$ cat config.mk
export PLATFORM = sky130hd
export DESIGN_NAME = sad_sequencer
export DESIGN_NICKNAME = d
export VERILOG_FILES = /design/src/rtl/sad_pkg.sv /design/src/rtl/sad_sequencer.sv
export SDC_FILE = /design/constraint.sdc
export NUM_CORES = 1
export LEC_CHECK = 0
export BUFFER_PORTS_ARGS = -buffer_cell sky130_fd_sc_hd__buf_2
export CAP_MARGIN = 40
export CELL_PAD_IN_SITES_DETAIL_PLACEMENT = 1
export CELL_PAD_IN_SITES_GLOBAL_PLACEMENT = 1
export CORE_UTILIZATION = 41
export DETAILED_ROUTE_END_ITERATION = 8
export GPL_TIMING_DRIVEN = 0
export PLACE_DENSITY = 0.82
export SETUP_SLACK_MARGIN = 0.02
export SLEW_MARGIN = 20
export SYNTH_ARGS = -nofsm -noshare
export SYNTH_HDL_FRONTEND = slang
export SYNTH_SLANG_ARGS = --single-unit
$ cat constraint.sdc
create_clock -name clk_i -period 3.1 [get_ports clk_i]
set_clock_uncertainty 0.05 [all_clocks]
set_input_delay 0.62 -clock clk_i [delete_from_list [all_inputs] [get_ports clk_i]]
set_output_delay 0.62 -clock clk_i [all_outputs]
set_load 0.05 [all_outputs]
$ cat src/rtl/sad_pkg.sv
// shared constants, register map and types of the converter sequencer
package sad_pkg;
    // register byte addresses on the wishbone slave
    localparam logic [7:0] SAD_CTRL_ADDR = 8'h00;
    localparam logic [7:0] SAD_INPUT_ADDR = 8'h04;
    localparam logic [7:0] SAD_RLOW_ADDR = 8'h08;
    localparam logic [7:0] SAD_RHIGH_ADDR = 8'h0C;
    localparam logic [7:0] SAD_REG_RESET = 8'h00;
    // converter_control_reg fields
    localparam int SAD_DONE_BIT = 7;
    localparam int SAD_START_BIT = 6;
    localparam int SAD_DAC_BIT = 5;
    localparam int SAD_EN_BIT = 4;
    localparam int SAD_LEFT_ADJUST_BIT = 3;
    localparam int SAD_CKS_LSB = 0;
    localparam int SAD_CKS_W = 3;
    // input_control_reg fields
    localparam int SAD_CONN_BIT = 7;
    localparam int SAD_ISRC_BIT = 6;
    localparam int SAD_TRG_LSB = 4;
    localparam int SAD_TRG_W = 2;
    localparam int SAD_SELECT_A_BIT = 3;
    localparam int SAD_CH_LSB = 0;
    localparam int SAD_CH_W = 3;
    // codes and widths
    localparam int SAD_RES_W = 10;
    localparam int SAD_EXT_W = 6;
    localparam logic [2:0] SAD_CH_INTERNAL = 3'h6;
    localparam logic [1:0] SAD_TRG_SW = 2'h0;
    localparam logic [2:0] SAD_CKS_INTOSC = 3'h0;
    localparam logic [9:0] SAD_SIGN_FLIP = 10'h200;
    // conversion timing in converter clock cycles, and the last count of the oscillator divider
    localparam logic [3:0] SAD_ADC_CYCLES = 4'hD;
    localparam logic [3:0] SAD_DAC_CYCLES = 4'hB;
    localparam logic [3:0] SAD_SAMPLE_CYCLE = 4'h3;
    localparam logic [3:0] SAD_SAR_FIRST = 4'h4;
    localparam logic [3:0] SAD_DAC_BUILD_CYCLE = 4'h2;
    localparam logic [3:0] SAD_DAC_PROP_CYCLE = 4'h7;
    localparam logic [1:0] SAD_OSC_DIV_LAST = 2'h3;

    typedef enum logic [1:0] {SAD_IDLE, SAD_LOAD, SAD_RUN} sad_state_t;

    // everything the analog core and pad logic need, sent as one word
    typedef struct packed {
        logic enable;
        logic dac_mode;
        logic connect;
        logic select_a;
        logic [2:0] channel;
        logic temp_sel;
        logic supply_sel;
        logic sample;
        logic build;
        logic dac_update;
        logic [9:0] code;
        logic port_input_only;
    } sad_ana_t;
endpackage : sad_pkg

$ cat src/rtl/sad_sequencer.sv
// sequencer for the 10-bit successive-approximation adc/dac with wishbone registers
`timescale 1ns/100ps

// Overview of operation
// - adc result is a 10-bit two's complement value, zero difference gives zero
// - differential select low measures against half supply, high measures pin pair
// - channel select routes one of six pins or one of three pin pairs
// - channel six routes an internal source: supply monitor or temperature sensor
// - converter works only while converter enable is set
// - adc conversion lasts 13 converter clocks, input sampled in cycle three
// - adc end sets done flag and loads result, held until next completion
// - done flag reaches the system within one converter and two system clocks
// - in adc mode the result pair is read-only, writes ignored
// - dac mode needs enable and dac bit, output differential around mid supply
// - in dac mode routing settings do nothing, the two output pins forced input-only
// - dac conversion 11 cycles, build from cycle two, outputs update cycle seven
// - dac data pair write-only, copied to buffer at start, held during conversion
// - default converter clock is internal 8 MHz oscillator divided by four
// - alternatively system oscillator through a 7-bit prescaler selected by clock field
// - adc converter clock from the internal oscillator has no fixed relation to the system clock
// - writing start while enabled starts one conversion, bit reads busy until done
// - selected timer overflow starts a conversion, busy set by hardware
// - right adjust sign-extends upper six bits, left adjust zeroes lower six
// - done flag cleared by hardware when the service routine is entered
// - clock code zero is oscillator by four, others divide by 2 to 128
module sad_sequencer
    import sad_pkg::*;
(
    input wire logic clk_i,
    input wire logic rst_i,
    input wire logic cyc_i,
    input wire logic stb_i,
    input wire logic we_i,
    input wire logic [7:0] adr_i,
    input wire logic [31:0] dat_i,
    input wire logic [3:0] sel_i,
    output logic [31:0] dat_o,
    output logic ack_o,
    input wire logic int_osc_i,
    input wire logic comp_i,
    input wire logic [2:0] timer_ovf_i,
    input wire logic isr_enter_i,
    output sad_ana_t ana_o,
    output logic done_flag_o
);
    logic ack_r;
    logic [31:0] dat_r;
    logic [7:0] ctrl_r;
    logic [7:0] input_r;
    logic [15:0] dac_data_r;
    logic [9:0] result_r;
    logic [9:0] trial_r;
    logic [9:0] trial_nxt;
    logic [9:0] dac_buf_r;
    logic done_r;
    sad_state_t state_r;
    logic [3:0] cyc_r;
    logic run_dac_r;
    logic osc_s1_r;
    logic osc_s2_r;
    logic osc_s3_r;
    logic [1:0] osc_cnt_r;
    logic [6:0] pre_r;
    logic tick_r;
    logic comp_s1_r;
    logic comp_s2_r;
    sad_ana_t ana_r;
    sad_ana_t ana_nxt;

    logic en;
    logic dac_sel;
    logic left_adjust;
    logic [2:0] cks;
    logic [1:0] trigger_select;
    logic wr_now;
    logic wr_sel;
    logic rd_take;
    logic sw_start;
    logic trig_hit;
    logic start_req;
    logic end_conv;
    logic [3:0] last_cyc;
    logic [7:0] mask8;
    logic pre_tick;
    logic osc_tick;
    logic [15:0] res_ext;
    logic [7:0] rd_val;

    assign en = ctrl_r[SAD_EN_BIT];
    assign dac_sel = ctrl_r[SAD_DAC_BIT];
    assign left_adjust = ctrl_r[SAD_LEFT_ADJUST_BIT];
    assign cks = ctrl_r[SAD_CKS_LSB +: SAD_CKS_W];
    assign trigger_select = input_r[SAD_TRG_LSB +: SAD_TRG_W];

    // ---------------- wishbone slave, one wait state ----------------
    assign wr_sel = cyc_i && stb_i && we_i && sel_i[0];
    // writes commit on the edge where the master sees ack
    assign wr_now = wr_sel && ack_r;
    assign rd_take = cyc_i && stb_i && !we_i && !ack_r;

    always_ff @(posedge clk_i) begin
        if (rst_i) begin
            ack_r <= 1'b0;
        end else begin
            ack_r <= cyc_i && stb_i && !ack_r;
        end
    end

    // right adjust sign-extends, left adjust zero-fills the low end
    assign res_ext = left_adjust ? {result_r, {SAD_EXT_W{1'b0}}}
                          : {{SAD_EXT_W{result_r[SAD_RES_W-1]}}, result_r};

    always_comb begin
        rd_val = 8'h00;
        unique case (adr_i)
            SAD_CTRL_ADDR: begin
                rd_val = ctrl_r;
                rd_val[SAD_DONE_BIT] = done_r;
                rd_val[SAD_START_BIT] = (state_r != SAD_IDLE);
            end
            SAD_INPUT_ADDR: rd_val = input_r;
            // the data pair reads zero in dac mode, it is write-only there
            SAD_RLOW_ADDR: rd_val = dac_sel ? 8'h00 : res_ext[7:0];
            SAD_RHIGH_ADDR: rd_val = dac_sel ? 8'h00 : res_ext[15:8];
            default: rd_val = 8'h00;
        endcase
    end

    always_ff @(posedge clk_i) begin
        if (rst_i) begin
            dat_r <= 32'h0000_0000;
        end else if (rd_take) begin
            dat_r <= {24'h00_0000, rd_val};
        end else begin
            dat_r <= 32'h0000_0000;
        end
    end

    // ---------------- software registers ----------------
    always_ff @(posedge clk_i) begin
        if (rst_i) begin
            ctrl_r <= SAD_REG_RESET;
            input_r <= SAD_REG_RESET;
        end else if (wr_now) begin
            if (adr_i == SAD_CTRL_ADDR) begin
                // done and start are kept elsewhere; stored copies stay zero
                ctrl_r <= {2'h0, dat_i[SAD_DAC_BIT:SAD_CKS_LSB]};
            end
            if (adr_i == SAD_INPUT_ADDR) begin
                input_r <= dat_i[7:0];
            end
        end
    end

    always_ff @(posedge clk_i) begin
        if (rst_i) begin
            dac_data_r <= 16'h0000;
        end else if (wr_now && dac_sel) begin
            if (adr_i == SAD_RLOW_ADDR) begin
                dac_data_r[7:0] <= dat_i[7:0];
            end
            if (adr_i == SAD_RHIGH_ADDR) begin
                dac_data_r[15:8] <= dat_i[7:0];
            end
        end
    end

    // ---------------- converter clock ----------------
    // the internal oscillator is asynchronous: two flops before the edge detector
    always_ff @(posedge clk_i) begin
        if (rst_i) begin
            osc_s1_r <= 1'b0;
            osc_s2_r <= 1'b0;
            osc_s3_r <= 1'b0;
        end else begin
            osc_s1_r <= int_osc_i;
            osc_s2_r <= osc_s1_r;
            osc_s3_r <= osc_s2_r;
        end
    end

    assign osc_tick = osc_s2_r && !osc_s3_r && (osc_cnt_r == SAD_OSC_DIV_LAST);

    always_ff @(posedge clk_i) begin
        if (rst_i) begin
            osc_cnt_r <= 2'h0;
        end else if (osc_s2_r && !osc_s3_r) begin
            osc_cnt_r <= osc_cnt_r + 2'h1;
        end
    end

    // prescaler runs straight off the oscillator clock, not the cpu divider
    assign mask8 = (8'h01 << cks) - 8'h01;
    assign pre_tick = ((pre_r & mask8[6:0]) == mask8[6:0]);

    always_ff @(posedge clk_i) begin
        if (rst_i) begin
            pre_r <= 7'h00;
        end else begin
            pre_r <= pre_r + 7'h01;
        end
    end

    // converter clock is a one-cycle tick; limited to half the system clock rate
    always_ff @(posedge clk_i) begin
        if (rst_i) begin
            tick_r <= 1'b0;
        end else begin
            tick_r <= (cks == SAD_CKS_INTOSC) ? osc_tick : pre_tick;
        end
    end

    // ---------------- comparator input ----------------
    always_ff @(posedge clk_i) begin
        if (rst_i) begin
            comp_s1_r <= 1'b0;
            comp_s2_r <= 1'b0;
        end else begin
            comp_s1_r <= comp_i;
            comp_s2_r <= comp_s1_r;
        end
    end

    // ---------------- conversion sequencer ----------------
    assign sw_start = wr_now && (adr_i == SAD_CTRL_ADDR) && dat_i[SAD_START_BIT]
                      && dat_i[SAD_EN_BIT];
    assign trig_hit = (trigger_select != SAD_TRG_SW) && timer_ovf_i[trigger_select - 2'h1] && en;
    assign start_req = sw_start || trig_hit;
    assign last_cyc = run_dac_r ? SAD_DAC_CYCLES : SAD_ADC_CYCLES;
    assign end_conv = (state_r == SAD_RUN) && tick_r && (cyc_r == last_cyc) && en;

    always_ff @(posedge clk_i) begin
        if (rst_i) begin
            state_r <= SAD_IDLE;
            cyc_r <= 4'h0;
            run_dac_r <= 1'b0;
        end else if (!en && !sw_start) begin
            state_r <= SAD_IDLE;
            cyc_r <= 4'h0;
        end else begin
            unique case (state_r)
                SAD_IDLE: begin
                    if (start_req) begin
                        // dac needs the one-clock buffer copy before its first cycle
                        state_r <= SAD_LOAD;
                        run_dac_r <= sw_start ? dat_i[SAD_DAC_BIT] : dac_sel;
                        cyc_r <= 4'h0;
                    end
                end
                SAD_LOAD: begin
                    state_r <= SAD_RUN;
                end
                SAD_RUN: begin
                    // further start requests fall through unseen here
                    if (tick_r) begin
                        if (cyc_r == last_cyc) begin
                            state_r <= SAD_IDLE;
                            cyc_r <= 4'h0;
                        end else begin
                            cyc_r <= cyc_r + 4'h1;
                        end
                    end
                end
            endcase
        end
    end

    always_ff @(posedge clk_i) begin
        if (rst_i) begin
            dac_buf_r <= 10'h000;
        end else if (state_r == SAD_LOAD) begin
            dac_buf_r <= left_adjust ? dac_data_r[15:6] : dac_data_r[9:0];
        end
    end

    // successive approximation: set the trial bit on entry, drop it if the input is lower
    always_comb begin
        trial_nxt = trial_r;
        if (state_r == SAD_LOAD) begin
            trial_nxt = 10'h000;
        end else if (state_r == SAD_RUN && tick_r && !run_dac_r) begin
            if (cyc_r >= SAD_SAR_FIRST && !comp_s2_r) begin
                trial_nxt[SAD_ADC_CYCLES - cyc_r] = 1'b0;
            end
            if (cyc_r + 4'h1 >= SAD_SAR_FIRST && cyc_r < SAD_ADC_CYCLES) begin
                trial_nxt[SAD_ADC_CYCLES - cyc_r - 4'h1] = 1'b1;
            end
        end
    end

    always_ff @(posedge clk_i) begin
        if (rst_i) begin
            trial_r <= 10'h000;
        end else begin
            trial_r <= trial_nxt;
        end
    end

    always_ff @(posedge clk_i) begin
        if (rst_i) begin
            result_r <= 10'h000;
        end else if (end_conv && !run_dac_r) begin
            // offset-binary trial turned to two's complement
            result_r <= trial_nxt ^ SAD_SIGN_FLIP;
        end
    end

    // set wins over either clear
    always_ff @(posedge clk_i) begin
        if (rst_i) begin
            done_r <= 1'b0;
        end else if (end_conv) begin
            done_r <= 1'b1;
        end else if (isr_enter_i) begin
            done_r <= 1'b0;
        end else if (wr_now && adr_i == SAD_CTRL_ADDR && !dat_i[SAD_DONE_BIT]) begin
            done_r <= 1'b0;
        end
    end

    // ---------------- analog core controls ----------------
    always_comb begin
        ana_nxt = '0;
        ana_nxt.enable = en;
        ana_nxt.dac_mode = en && dac_sel;
        // routing is dead in dac mode and while the connect bit is open
        ana_nxt.connect = en && !dac_sel && input_r[SAD_CONN_BIT];
        ana_nxt.select_a = ana_nxt.connect && input_r[SAD_SELECT_A_BIT];
        ana_nxt.channel = ana_nxt.connect ? input_r[SAD_CH_LSB +: SAD_CH_W] : 3'h0;
        ana_nxt.temp_sel = ana_nxt.connect && (ana_nxt.channel == SAD_CH_INTERNAL)
                           && input_r[SAD_ISRC_BIT];
        ana_nxt.supply_sel = ana_nxt.connect && (ana_nxt.channel == SAD_CH_INTERNAL)
                             && !input_r[SAD_ISRC_BIT];
        ana_nxt.sample = (state_r == SAD_RUN) && !run_dac_r
                         && (cyc_r == SAD_SAMPLE_CYCLE);
        ana_nxt.build = (state_r == SAD_RUN) && run_dac_r
                        && (cyc_r >= SAD_DAC_BUILD_CYCLE);
        ana_nxt.dac_update = (state_r == SAD_RUN) && run_dac_r
                             && (cyc_r >= SAD_DAC_PROP_CYCLE);
        ana_nxt.code = run_dac_r ? (dac_buf_r ^ SAD_SIGN_FLIP) : trial_r;
        ana_nxt.port_input_only = en && dac_sel;
    end

    always_ff @(posedge clk_i) begin
        if (rst_i) begin
            ana_r <= '0;
        end else begin
            ana_r <= ana_nxt;
        end
    end

    assign ana_o = ana_r;
    assign dat_o = dat_r;
    assign ack_o = ack_r;
    assign done_flag_o = done_r;

    // ---------------- checks ----------------
    a_busy_clears: assert property (@(posedge clk_i) disable iff (rst_i)
        end_conv |=> (state_r == SAD_IDLE) && done_r)
        else $error("busy not cleared at conversion end");

    a_ignore_restart: assert property (@(posedge clk_i) disable iff (rst_i)
        (state_r == SAD_RUN) && start_req && en && !end_conv |=> state_r == SAD_RUN)
        else $error("running conversion disturbed by start");

    a_sample_third: assert property (@(posedge clk_i) disable iff (rst_i)
        ana_r.sample |-> !run_dac_r && $past(cyc_r) == SAD_SAMPLE_CYCLE)
        else $error("sample outside third cycle");

    a_buffer_hold: assert property (@(posedge clk_i) disable iff (rst_i)
        (state_r == SAD_RUN) |=> $stable(dac_buf_r))
        else $error("dac buffer changed mid conversion");

    a_result_hold: assert property (@(posedge clk_i) disable iff (rst_i)
        !end_conv |=> $stable(result_r))
        else $error("result changed without completion");

    a_disable_idle: assert property (@(posedge clk_i) disable iff (rst_i)
        !en && !sw_start |=> state_r == SAD_IDLE)
        else $error("converter ran while disabled");

    a_adc_readonly: assert property (@(posedge clk_i) disable iff (rst_i)
        wr_now && !dac_sel |=> $stable(dac_data_r))
        else $error("data pair written in adc mode");

    a_pins_forced: assert property (@(posedge clk_i) disable iff (rst_i)
        (en && dac_sel) [*2] |-> ana_o.port_input_only && !ana_o.connect)
        else $error("dac pins not forced input-only");

    a_timer_start: assert property (@(posedge clk_i) disable iff (rst_i)
        (state_r == SAD_IDLE) && trig_hit |=> state_r == SAD_LOAD ##1 state_r == SAD_RUN)
        else $error("timer overflow did not start conversion");

    a_flag_sync: assert property (@(posedge clk_i) disable iff (rst_i)
        end_conv |-> ##[1:2] done_flag_o)
        else $error("done flag late");

endmodule : sad_sequencer

======== Yosys cells after proc, flatten, opt, wreduce, memory -nomap -nowiden ========
Index checks and enable logic that the tools add are counted.
word-level totals
  input bits .............................. 55
  register bits after elaboration ......... 138
  word-level logic and storage cells ...... 170
operators by class
  multiplexer cells ....................... 33
  magnitude comparators ................... 10
  reductions and logical operators ........ 65
  shifts and indexed selects .............. 1
  add/sub/neg operators ................... 7
  bitwise gates (word level) .............. 8
  equal/unequal tests ..................... 13
operators with widths
  operator               count
  $mux W10               8
  $logic_and A1 B1 Y1    38
  $pmux W8 S4            1
  $eq A8 B4 Y1 const B   2
  $mux W8                2
  $mux W15               1
  $ge A4 B3 Y1 const B   3
  $mux W4                3
  $and A10 B10 Y10       1
  $logic_not A1 Y1       10
  $lt A4 B5 Y1 const B   2
  $not A10 Y10           1
  $or A10 B10 Y10        1
  $reduce_and A3 Y1      3
  $demux W1 S4           2
  $eq A8 B3 Y1 const B   1
  $ge A4 B1 Y1 const B   2
  $logic_not A8 Y1       1
  $mux W1                8
  $pmux W4 S2            1
  $reduce_and A2 Y1      4
  $add A7 B1 Y7 const B  1
  $and A7 B7 Y7          1
  $eq A7 B7 Y1           1
  other kinds (27)       39

======== Longest topological paths before layout ========
Gate-level depths: netlist of run 1.
  depth in word-level cells ............... 15
  gate-level depth with buffers ........... 9

======== Least setup slack after synthesis of run 1 ========
No wires, ideal clock.
  kind .................................... register -> register
  start ................................... register input_r[4]
  end ..................................... register cyc_r[2]
  library setup time ...................... 0.096 ns
  setup slack ............................. 0.848 ns
  buffers on the path ..................... 0
  data arrival time ....................... 2.106 ns
  required time ........................... 2.954 ns
  cell stages (with the launch flop) ...... 8
  cell sequence ........................... dfxtp_1 inv_1 ha_1 mux2i_1 a2111oi_4 a211oi_1 or4_4 o41ai_2
on the way
  longest elaborated chain between the ends .. 8
  elaborated cells on any way between the ends .. 9
  classes of those cells .................. 1 x add/sub; 1 x eq/ne; 2 x mux; 5 x reduce/logical
ends and longest elaborated chain
  what                                 RTL line              source
  start, declared                      sad_sequencer.sv:49   logic [7:0] input_r;
  start signal, assigned               sad_sequencer.sv:150  input_r <= dat_i[7:0];
  $sub A2 B1 Y2                        sad_sequencer.sv:227  assign trig_hit = (trigger_select != SAD_TRG_SW) && timer_ovf_i[trigger_select - 2'h1] && en;
  $bmux W1 S2                          sad_sequencer.sv:227
  $mux W1 (implied by the code)        sad_sequencer.sv:227
  $logic_and A1 B1 Y1 * (2 in series)  sad_sequencer.sv:227
  $logic_or A1 B1 Y1 *                 sad_sequencer.sv:228  assign start_req = sw_start || trig_hit;
  $ne A2 B2 Y1 (no line) *             --
  $reduce_and A3 Y1 (no line) *        --
  end signal, assigned                 sad_sequencer.sv:260  cyc_r <= cyc_r + 4'h1;
  end, declared                        sad_sequencer.sv:57   logic [3:0] cyc_r;
Mark *: on every way between the ends. The rest lies on a longest branch, timed or not. The select of a mux whose other input is x is not followed.
A chain may end at the register's enable or synchronous reset.

======== Final worst setup path of run 1 ========
Ends and elaborated chain as after synthesis.

==> impl_metrics.ini, run 1 <==
[cts]
holdBufCountCts = 0
tritoncts_num_sinks = 114
clkTransAtPathRegs_ps = 50
worstSkewPairLatency_ps = 420
tritoncts.num_buffers = 17
cts_setup_buffers = 0
cts_max_path_buffers = 2
ctsRootBufferMaster = clkbuf_16
cts-resized-gates = 0
cts_max_level = 4
tritoncts = done

[critical_path]
cp-start-kind = flop
cp_slowest_cell = or4_4
cp_max_fo = 5
cp_capture_type = flop
cp_slowest_stage_delay_ps = 530
cp.buffers_inverters = 1
path_cells = inv_1, ha_1, mux2i_1, a2111oi_4, a211oi_1, or4_4, o41ai_2
crit_required_ps = 3370
timing.critical_path.max_delay_family = compound AO/OA/AOI/OAI gates
worst-setup-path-type = reg -> reg
data_arrival_at_the_endpoint_of_the_critical_path_ps = 2820

[min_path]
type_of_the_worst_min_delay_path = in -> reg

[sta]
worst_slew_pin_slew_ps = 861
final_clock_period_utilization_by_the_worst_path_pct = 82.2
setup_viol = 0
timing_max_transition_violations_final = 0
final_hold_vio_count = 0
timing.slew.headroom_pct = 42.0
rsz0062_at_grt = false
fmaxAchievable_ghz = 0.392
fin_setup_tns_ps = 0
finalCriticalPeriod_ps = 2550

[routing]
routed_wire_length_per_instance_microns = 18.0
via_count = 4612
ant_nets = 0
totalWireLength_microns = 15700
dr.first_iter.drc_count = 250
drtPass1Iterations = 4
ratio_of_routed_vias_to_standard_cells = 5.26
detail_route.drc_violations = 0

[synthesis]
synthDominantCellAreaShare_pct = 43.1
synth_area_sq_um = 5300
yosys_warnings = 0
yosys.cell_types.count = 60
number_of_flops_mapped_to_enable_cells_by_yosys = 0
netlist_instances = 593
yosysTopAreaCell = dfxtp_1
yosys-top-cells-area = dfxtp_1 43%, mux2i_1 7.9%, nor2_1 5.0%
synthFlopType = dfxtp_1
post_synthesis_sequential_area_ratio_pct = 43.1
synth-seq-cells = 114
synth_async_sr_flop_share_pct = 0
synthesis.area_per_instance_sq_um = 8.94

[power_and_ir_drop]
p_leak_nw = 2.61
power.density_nw_per_um2 = 541
finalPower_mw = 3.49
peakVddDrop_mv = 0.408

[finish]
mostFrequentLayoutCells = 114 x dfxtp_1, 70 x nor2_1, 67 x buf_2
final_layout_size_suffix_gt1_share_pct = 19.2
mostFrequentLayoutCell = dfxtp_1
final_core_util_pct = 51.1
nets = 766
fill_cell_count = 1534
n_diodes = 0
flow.area_growth_from_synthesis_pct = 21.7

[die]
horizontal_die_dimension_microns = 116
core_area_sq_um = 12600
fp.dieArea_sq_um = 13400
initial_core_util_pct = 42.0
row_cnt = 41
die_boundary_height_microns = 116
boundaryPins = 112

[job]
cap_viol_max_count = 0

[global_routing]
final_global_route_overflow_total = 0
grt_pass1_wl_microns = 24500
track_usage_pct = 24.6
antenna_found_initial = 0
largest_net_degree_at_the_start_of_global_routing = 17
vias_in_the_first_global_route = 4758

[placement]
place_hpwl_microns = 11500
gp_routability_congestion = 0.876
port-buffer-count = 59

[status]
status = finished clean
-- synth_stat cells, types with 5 or more instances --
| master | count |
|---|---|
| a211oi_1 | 11 |
| a21o_1 | 7 |
| a21oi_1 | 33 |
| a22oi_1 | 8 |
| a32oi_1 | 5 |
| and2_1 | 9 |
| and3_1 | 7 |
| buf_2 | 8 |
| buf_4 | 26 |
| clkbuf_1 | 24 |
| dfxtp_1 | 114 |
| ha_1 | 17 |
| inv_1 | 20 |
| mux2i_1 | 42 |
| nand2_1 | 50 |
| nand3_1 | 25 |
| nand3b_1 | 6 |
| nand4_1 | 12 |
| nor2_1 | 70 |
| nor2b_1 | 14 |
| nor3_1 | 6 |
| o21ai_0 | 12 |
| o21ai_1 | 5 |
| xnor2_1 | 7 |
-- kinds of logic (layout without fill, tap and decap cells) --
logic type / Yosys count / count (layout) / synth area share, %
compound gates: 108 / 108 / 14.2
xor+xnor: 11 / 11 / 1.82
fa+ha+maj: 17 / 17 / 4.01
buf+inv: 80 / 168 / 7.72
flops: 114 / 114 / 43.1
mux: 46 / 46 / 8.78
other cells: 1 / 24 / 0.0708
simple gates: 216 / 216 / 20.3
-- state kept, by name (all words and copies together) (netlist names), 4 cells and up --
signal and cells:
ana_o 22, ctrl_r 6, cyc_r 4, dac_buf_r 10
dac_data_r 16, dat_o 8, input_r 8, pre_r 7
result_r 10, trial_r 10
-- worst reg2reg max path: cells and delay by family, from the launching register on --
family | cells | cell delay (ps)
AOI/OAI and AO/OA | 3 | 840
and+or+nand+nor | 1 | 530
DFF | 1 | 460
muxes | 1 | 160
adders and majority gates | 1 | 330
buffers and inverters | 1 | 80
-- per-stage QoR --
| stage | hold slack [ps] | instances | worst slack (ps) | area (sq um) |
|---|---|---|---|---|
| 3_5_place_dp | 384 | 847 | 351 | 5900 |
| 6_report | 365 | 876 | 552 | 6450 |
| 5_1_grt | 380 | 876 | 404 | 6450 |
| 2_1_floorplan | 364 | 616 | 848 | 5390 |
| 4_1_cts | 352 | 876 | 547 | 6450 |
| 3_3_place_gp | 367 | 847 | 410 | 5900 |
-- power by group --
group | total [mW] | leakage [nW] | internal [mW] | switching [mW]
clock | 1.83 | 0.274 | 1.19 | 0.645
sequential | 1.48 | 0.920 | 1.48 | 0.00541
combinational | 0.177 | 1.42 | 0.0481 | 0.129
-- routing by layer --
layer	routed length (microns)	up-vias	global-route usage (%)
li1	-	2229	-
met4	344	0	11.8
met5	0	-	0
met2	7830	135	42.7
met1	6740	2217	28.8
met3	821	31	5.33
-- area by class of cell --
type	instances	area, sq um	share of cell area [%]
multi-input cells	422	2690	41.8
repair buffers	59	295	4.58
clock inverters	5	52.6	0.815
flip-flops and latches	114	2280	35.4
plain buffers	60	334	5.18
well taps	172	215	3.34
clock buffers	24	502	7.78
inverters	20	75.1	1.16
-- final timing paths --
kind,from,to,slack (ps),depth (start not counted)
max reg2reg,input_r[4],cyc_r[2],550,7
min,int_osc_i,osc_s1_r,360,2
max,input_r[4],cyc_r[2],550,7
min reg2reg,comp_s1_r,comp_s2_r,390,1
No activity file was read; power rests on OpenSTA's default activity.
==> inputs of run 2 (changes only) <==
CORE_UTILIZATION = 37   (was 41)
PLACE_DENSITY = 0.78   (was 0.82)
clock period = 2.3 ns   (was 3.1 ns; I/O delays follow)
==> impl_metrics.ini, run 2 (synthesized netlist as in run 1, its figures left out) <==
[status]
failed_checks = negative setup slack
status = finished, violations left

[sta]
layout_setup_ws_ps = -3.51
finalHoldWorstSlack_ps = 202
fmaxAchievable_ghz = 0.434
worst_slew_pin_slew_ps = 901
timing.slew.headroom_pct = 39.3
timing_max_transition_violations_final = 0
rsz0062_at_grt = true
setup_viol = 1
final_clock_period_utilization_by_the_worst_path_pct = 100
finalCriticalPeriod_ps = 2300
final_hold_vio_count = 0

[cts]
tritoncts = done
holdBufCountCts = 0
clkTransAtPathRegs_ps = 50
worstSkewPairLatency_ps = 420
tritoncts_num_sinks = 114
ctsRootBufferMaster = clkbuf_16
cts_max_level = 4
tritoncts.num_buffers = 17
cts_max_path_buffers = 2

[finish]
flip_flop_count_of_the_largest_register_all_copies_and_words_added = 22
final_core_util_pct = 47.5
final-instance-count-excl-fill = 893
n_diodes = 0
finalInstanceArea_sq_um = 6610
mostFrequentLayoutCell = dfxtp_1
final_layout_size_suffix_gt1_share_pct = 22.7
flow.area_growth_from_synthesis_pct = 24.8
mostFrequentLayoutCells = 111 x dfxtp_1, 68 x nor2_1, 66 x buf_2
nets = 772

[min_path]
type_of_the_worst_min_delay_path = in -> reg
whs_path_depth = 2

[routing]
ratio_of_routed_vias_to_standard_cells = 5.33
drtPass1Iterations = 5
via_count = 4758
detail_route.drc_violations = 0
totalWireLength_microns = 16000
dr.first_iter.drc_count = 323
routed_wire_length_per_instance_microns = 17.9
ant_nets = 0

[die]
row_cnt = 43
initial_core_util_pct = 38.0
fp.dieArea_sq_um = 14800
die_boundary_height_microns = 122
boundaryPins = 112
horizontal_die_dimension_microns = 122
core_area_sq_um = 13900

[critical_path]
worst-setup-path-type = reg -> reg
cp_capture_type = flop
data_arrival_at_the_endpoint_of_the_critical_path_ps = 2570
r2r-start = input_r[4]
startpoint = input_r[4]
cp_max_fo = 5
path_cells = inv_2, ha_4, mux2i_4, a2111oi_4, a211oi_2, or4_4, o41ai_2
cp_slowest_stage_delay_ps = 440
timing.critical_path.to = cyc_r[2]
rrSetupSlack_ps = -4
crit_required_ps = 2570
timing.critical_path.max_delay_family = compound AO/OA/AOI/OAI gates
timing.rr.end = cyc_r[2]
cp.buffers_inverters = 1
cp-start-kind = flop
cp_slowest_cell = or4_4
worst-path-stages = 7
ff2ff_path_depth = 7

[placement]
placed_cells = 855
place_hpwl_microns = 11300
port-buffer-count = 59
area_post_placement_sq_um = 5910
gp_routability_congestion = 0.913

[global_routing]
final_global_route_overflow_total = 0
track_usage_pct = 22.3
grt_pass1_wl_microns = 24500
largest_net_degree_at_the_start_of_global_routing = 17
vias_in_the_first_global_route = 4722
antenna_found_initial = 0

[power_and_ir_drop]
p_leak_nw = 2.67
finalPower_mw = 4.80
power.density_nw_per_um2 = 726
peakVddDrop_mv = 0.583

[job]
cap_viol_max_count = 0
-- run 2: stage by stage --
stage                     TNS (ps)  setup WS [ps]
after CTS                    -4.37          -4.37
after global placement       -3700           -228
final                        -3.51          -3.51
after detailed placement     -3710           -239
after floorplan                  0           47.9
after global routing          -187          -99.6
-- run 2: how the worst min path moves through the flow --
stage	start	to
floorplan	comp_s1_r	comp_s2_r
global placement	osc_s1_r	osc_s2_r
detailed placement	osc_s1_r	osc_s2_r
CTS	int_osc_i	osc_s1_r
global route	comp_i	comp_s1_r
finish	int_osc_i	osc_s1_r
-- run 2: metal layers --
metal,wire (microns),GRT usage [%]
met1,6620,26.1
met2,7850,36.8
met3,902,6.55
met4,602,11.3
met5,0,0
-- run 2: final cells by class --
cell class / instances / area, sq um
Tap cell: 180 / 225
Clock inverter: 11 / 110
Buffer: 59 / 334
Clock buffer: 21 / 470
Sequential cell: 114 / 2290
Timing Repair Buffer: 66 / 348
Multi-Input combinational cell: 422 / 2760
Inverter: 20 / 75.1
Fill cell: 1616 / 7320
-- run 2: timing repair --
action                                  CTS  global route
pin swaps                                 2             9
endpoints found under the setup margin   27            36
buffers inserted                          1             6
resized for setup                         8            13
-- run 2: where the power goes --
part           switching (mW)  total [mW]  internal (mW)
logic                   0.176       0.241         0.0659
registers             0.00721        1.99           1.99
clock network           0.906        2.57           1.66
total                    1.09        4.80           3.71
==> inputs of run 3 (changes only) <==
RECOVER_POWER = 100   (was default)
==> impl_metrics.ini, run 3 (synthesized netlist as in run 1, its figures left out) <==
[sta]
setup_viol = 1
rsz0062_at_grt = true
timing_max_transition_violations_final = 0
layout_setup_ws_ps = -10.4
finalCriticalPeriod_ps = 2310
finalHoldWorstSlack_ps = 201
worst_slew_pin_slew_ps = 883
fin_setup_tns_ps = -10.4
final_clock_period_utilization_by_the_worst_path_pct = 100
fmaxAchievable_ghz = 0.433
final_hold_vio_count = 0
timing.slew.headroom_pct = 40.6

[finish]
nets = 772
final_layout_size_suffix_gt1_share_pct = 17.7
mostFrequentLayoutCell = dfxtp_1
register_area_sq_um = 2290
fill_cell_count = 1636
multiInputGateArea_sq_um = 2750
final_core_util_pct = 47.1
mostFrequentLayoutCells = 111 x dfxtp_1, 68 x nor2_1, 59 x clkbuf_1
final-instance-count-excl-fill = 893
flow.area_growth_from_synthesis_pct = 23.8
flip_flop_count_of_the_largest_register_all_copies_and_words_added = 22
n_diodes = 0

[routing]
detail_route.drc_violations = 0
routed_wire_length_per_instance_microns = 17.9
via_count = 4755
totalWireLength_microns = 16000
ratio_of_routed_vias_to_standard_cells = 5.32
dr.first_iter.drc_count = 348
drtPass1Iterations = 5
ant_nets = 0

[critical_path]
cp-start-kind = flop
cp_max_fo = 5
timing.critical_path.max_delay_family = compound AO/OA/AOI/OAI gates
cp_slowest_stage_delay_ps = 440
data_arrival_at_the_endpoint_of_the_critical_path_ps = 2580
path_cells = inv_2, ha_4, mux2i_4, a2111oi_4, a211oi_2, or4_4, o41ai_2
crit_required_ps = 2570
worst-setup-path-type = reg -> reg
cp.buffers_inverters = 1
cp_capture_type = flop
cp_slowest_cell = or4_4

[placement]
placed_cells = 855
port-buffer-count = 59
place_hpwl_microns = 11300
gp_routability_congestion = 0.913
place_ws_ps = -239

[power_and_ir_drop]
p_leak_nw = 2.51
peakVddDrop_mv = 0.583
power.density_nw_per_um2 = 732

[die]
boundaryPins = 112
horizontal_die_dimension_microns = 122
initial_core_util_pct = 38.0
fp.dieArea_sq_um = 14800
die_boundary_height_microns = 122
row_cnt = 43
core_area_sq_um = 13900

[global_routing]
vias_in_the_first_global_route = 4722
track_usage_pct = 22.3
antenna_found_initial = 0
grt_pass1_wl_microns = 24500
final_global_route_overflow_total = 0
largest_net_degree_at_the_start_of_global_routing = 17

[cts]
cts_max_path_buffers = 2
ctsRootBufferMaster = clkbuf_16
worstSkewPairLatency_ps = 420
tritoncts = done
clkTransAtPathRegs_ps = 50
holdBufCountCts = 0
tritoncts.num_buffers = 17
tritoncts_num_sinks = 114
cts_max_level = 4

[status]
failed_checks = negative setup slack
status = finished, violations left

[min_path]
type_of_the_worst_min_delay_path = in -> reg

[job]
cap_viol_max_count = 0
-- run 3: cell count changes in the layout (fill, tap and decap cells not counted), sizes merged --
cell,previous run,this run
clkbuf,46,84
buf,100,62
-- run 3: path summary, 6_finish.rpt --
path	from	to	slack, ps	cells after the start
setup / recovery	input_r[4]	cyc_r[2]	-10	7
hold / removal	int_osc_i	osc_s1_r	200	2
setup reg to reg	input_r[4]	cyc_r[2]	-10	7
hold reg to reg	comp_s1_r	comp_s2_r	390	1
-- run 3: cell type report --
type	instances	share of cell area, %
inverters	20	1.14
multi-input cells	422	42.0
flip-flops and latches	114	34.9
plain buffers	59	5.05
well taps	180	3.43
clock buffers	21	7.17
clock inverters	11	1.68
repair buffers	66	4.65
-- run 3: routing by layer --
metal / vias up / part of all wire [%] / GRT usage [%]
li1: 2243 / - / -
met1: 2287 / 41 / 26.1
met2: 172 / 49 / 36.8
met3: 53 / 6.2 / 6.55
met4: 0 / 4.1 / 11.3
met5: - / 0 / 0
-- run 3: worst register-to-register path, cell delays in order (launching register included) --
cell,delay (ps)
dfxtp_4,380
inv_2,50
ha_4,230
mux2i_4,190
a2111oi_4,420
a211oi_2,110
or4_4,440
o41ai_2,340
-- run 3: power by group --
group	internal (mW)	total (mW)	switching (mW)
Clock	1.66	2.57	0.907
Combinational	0.0649	0.239	0.174
Sequential	1.99	1.99	0.00718
-- run 3: timing repair --
item	4_1_cts	5_1_grt
setup endpoints to repair	27	36
pin swaps	2	9
resized for setup	8	13
setup buffers	1	6
-- run 3: through the flow --
stage | power [mW] | instance area [sq um]
after floorplan | 2.20 | 5390
after global placement | 2.27 | 5910
after detailed placement | 2.27 | 5910
after CTS | 4.84 | 6530
after global routing | 4.97 | 6560
final | 4.80 | 6560
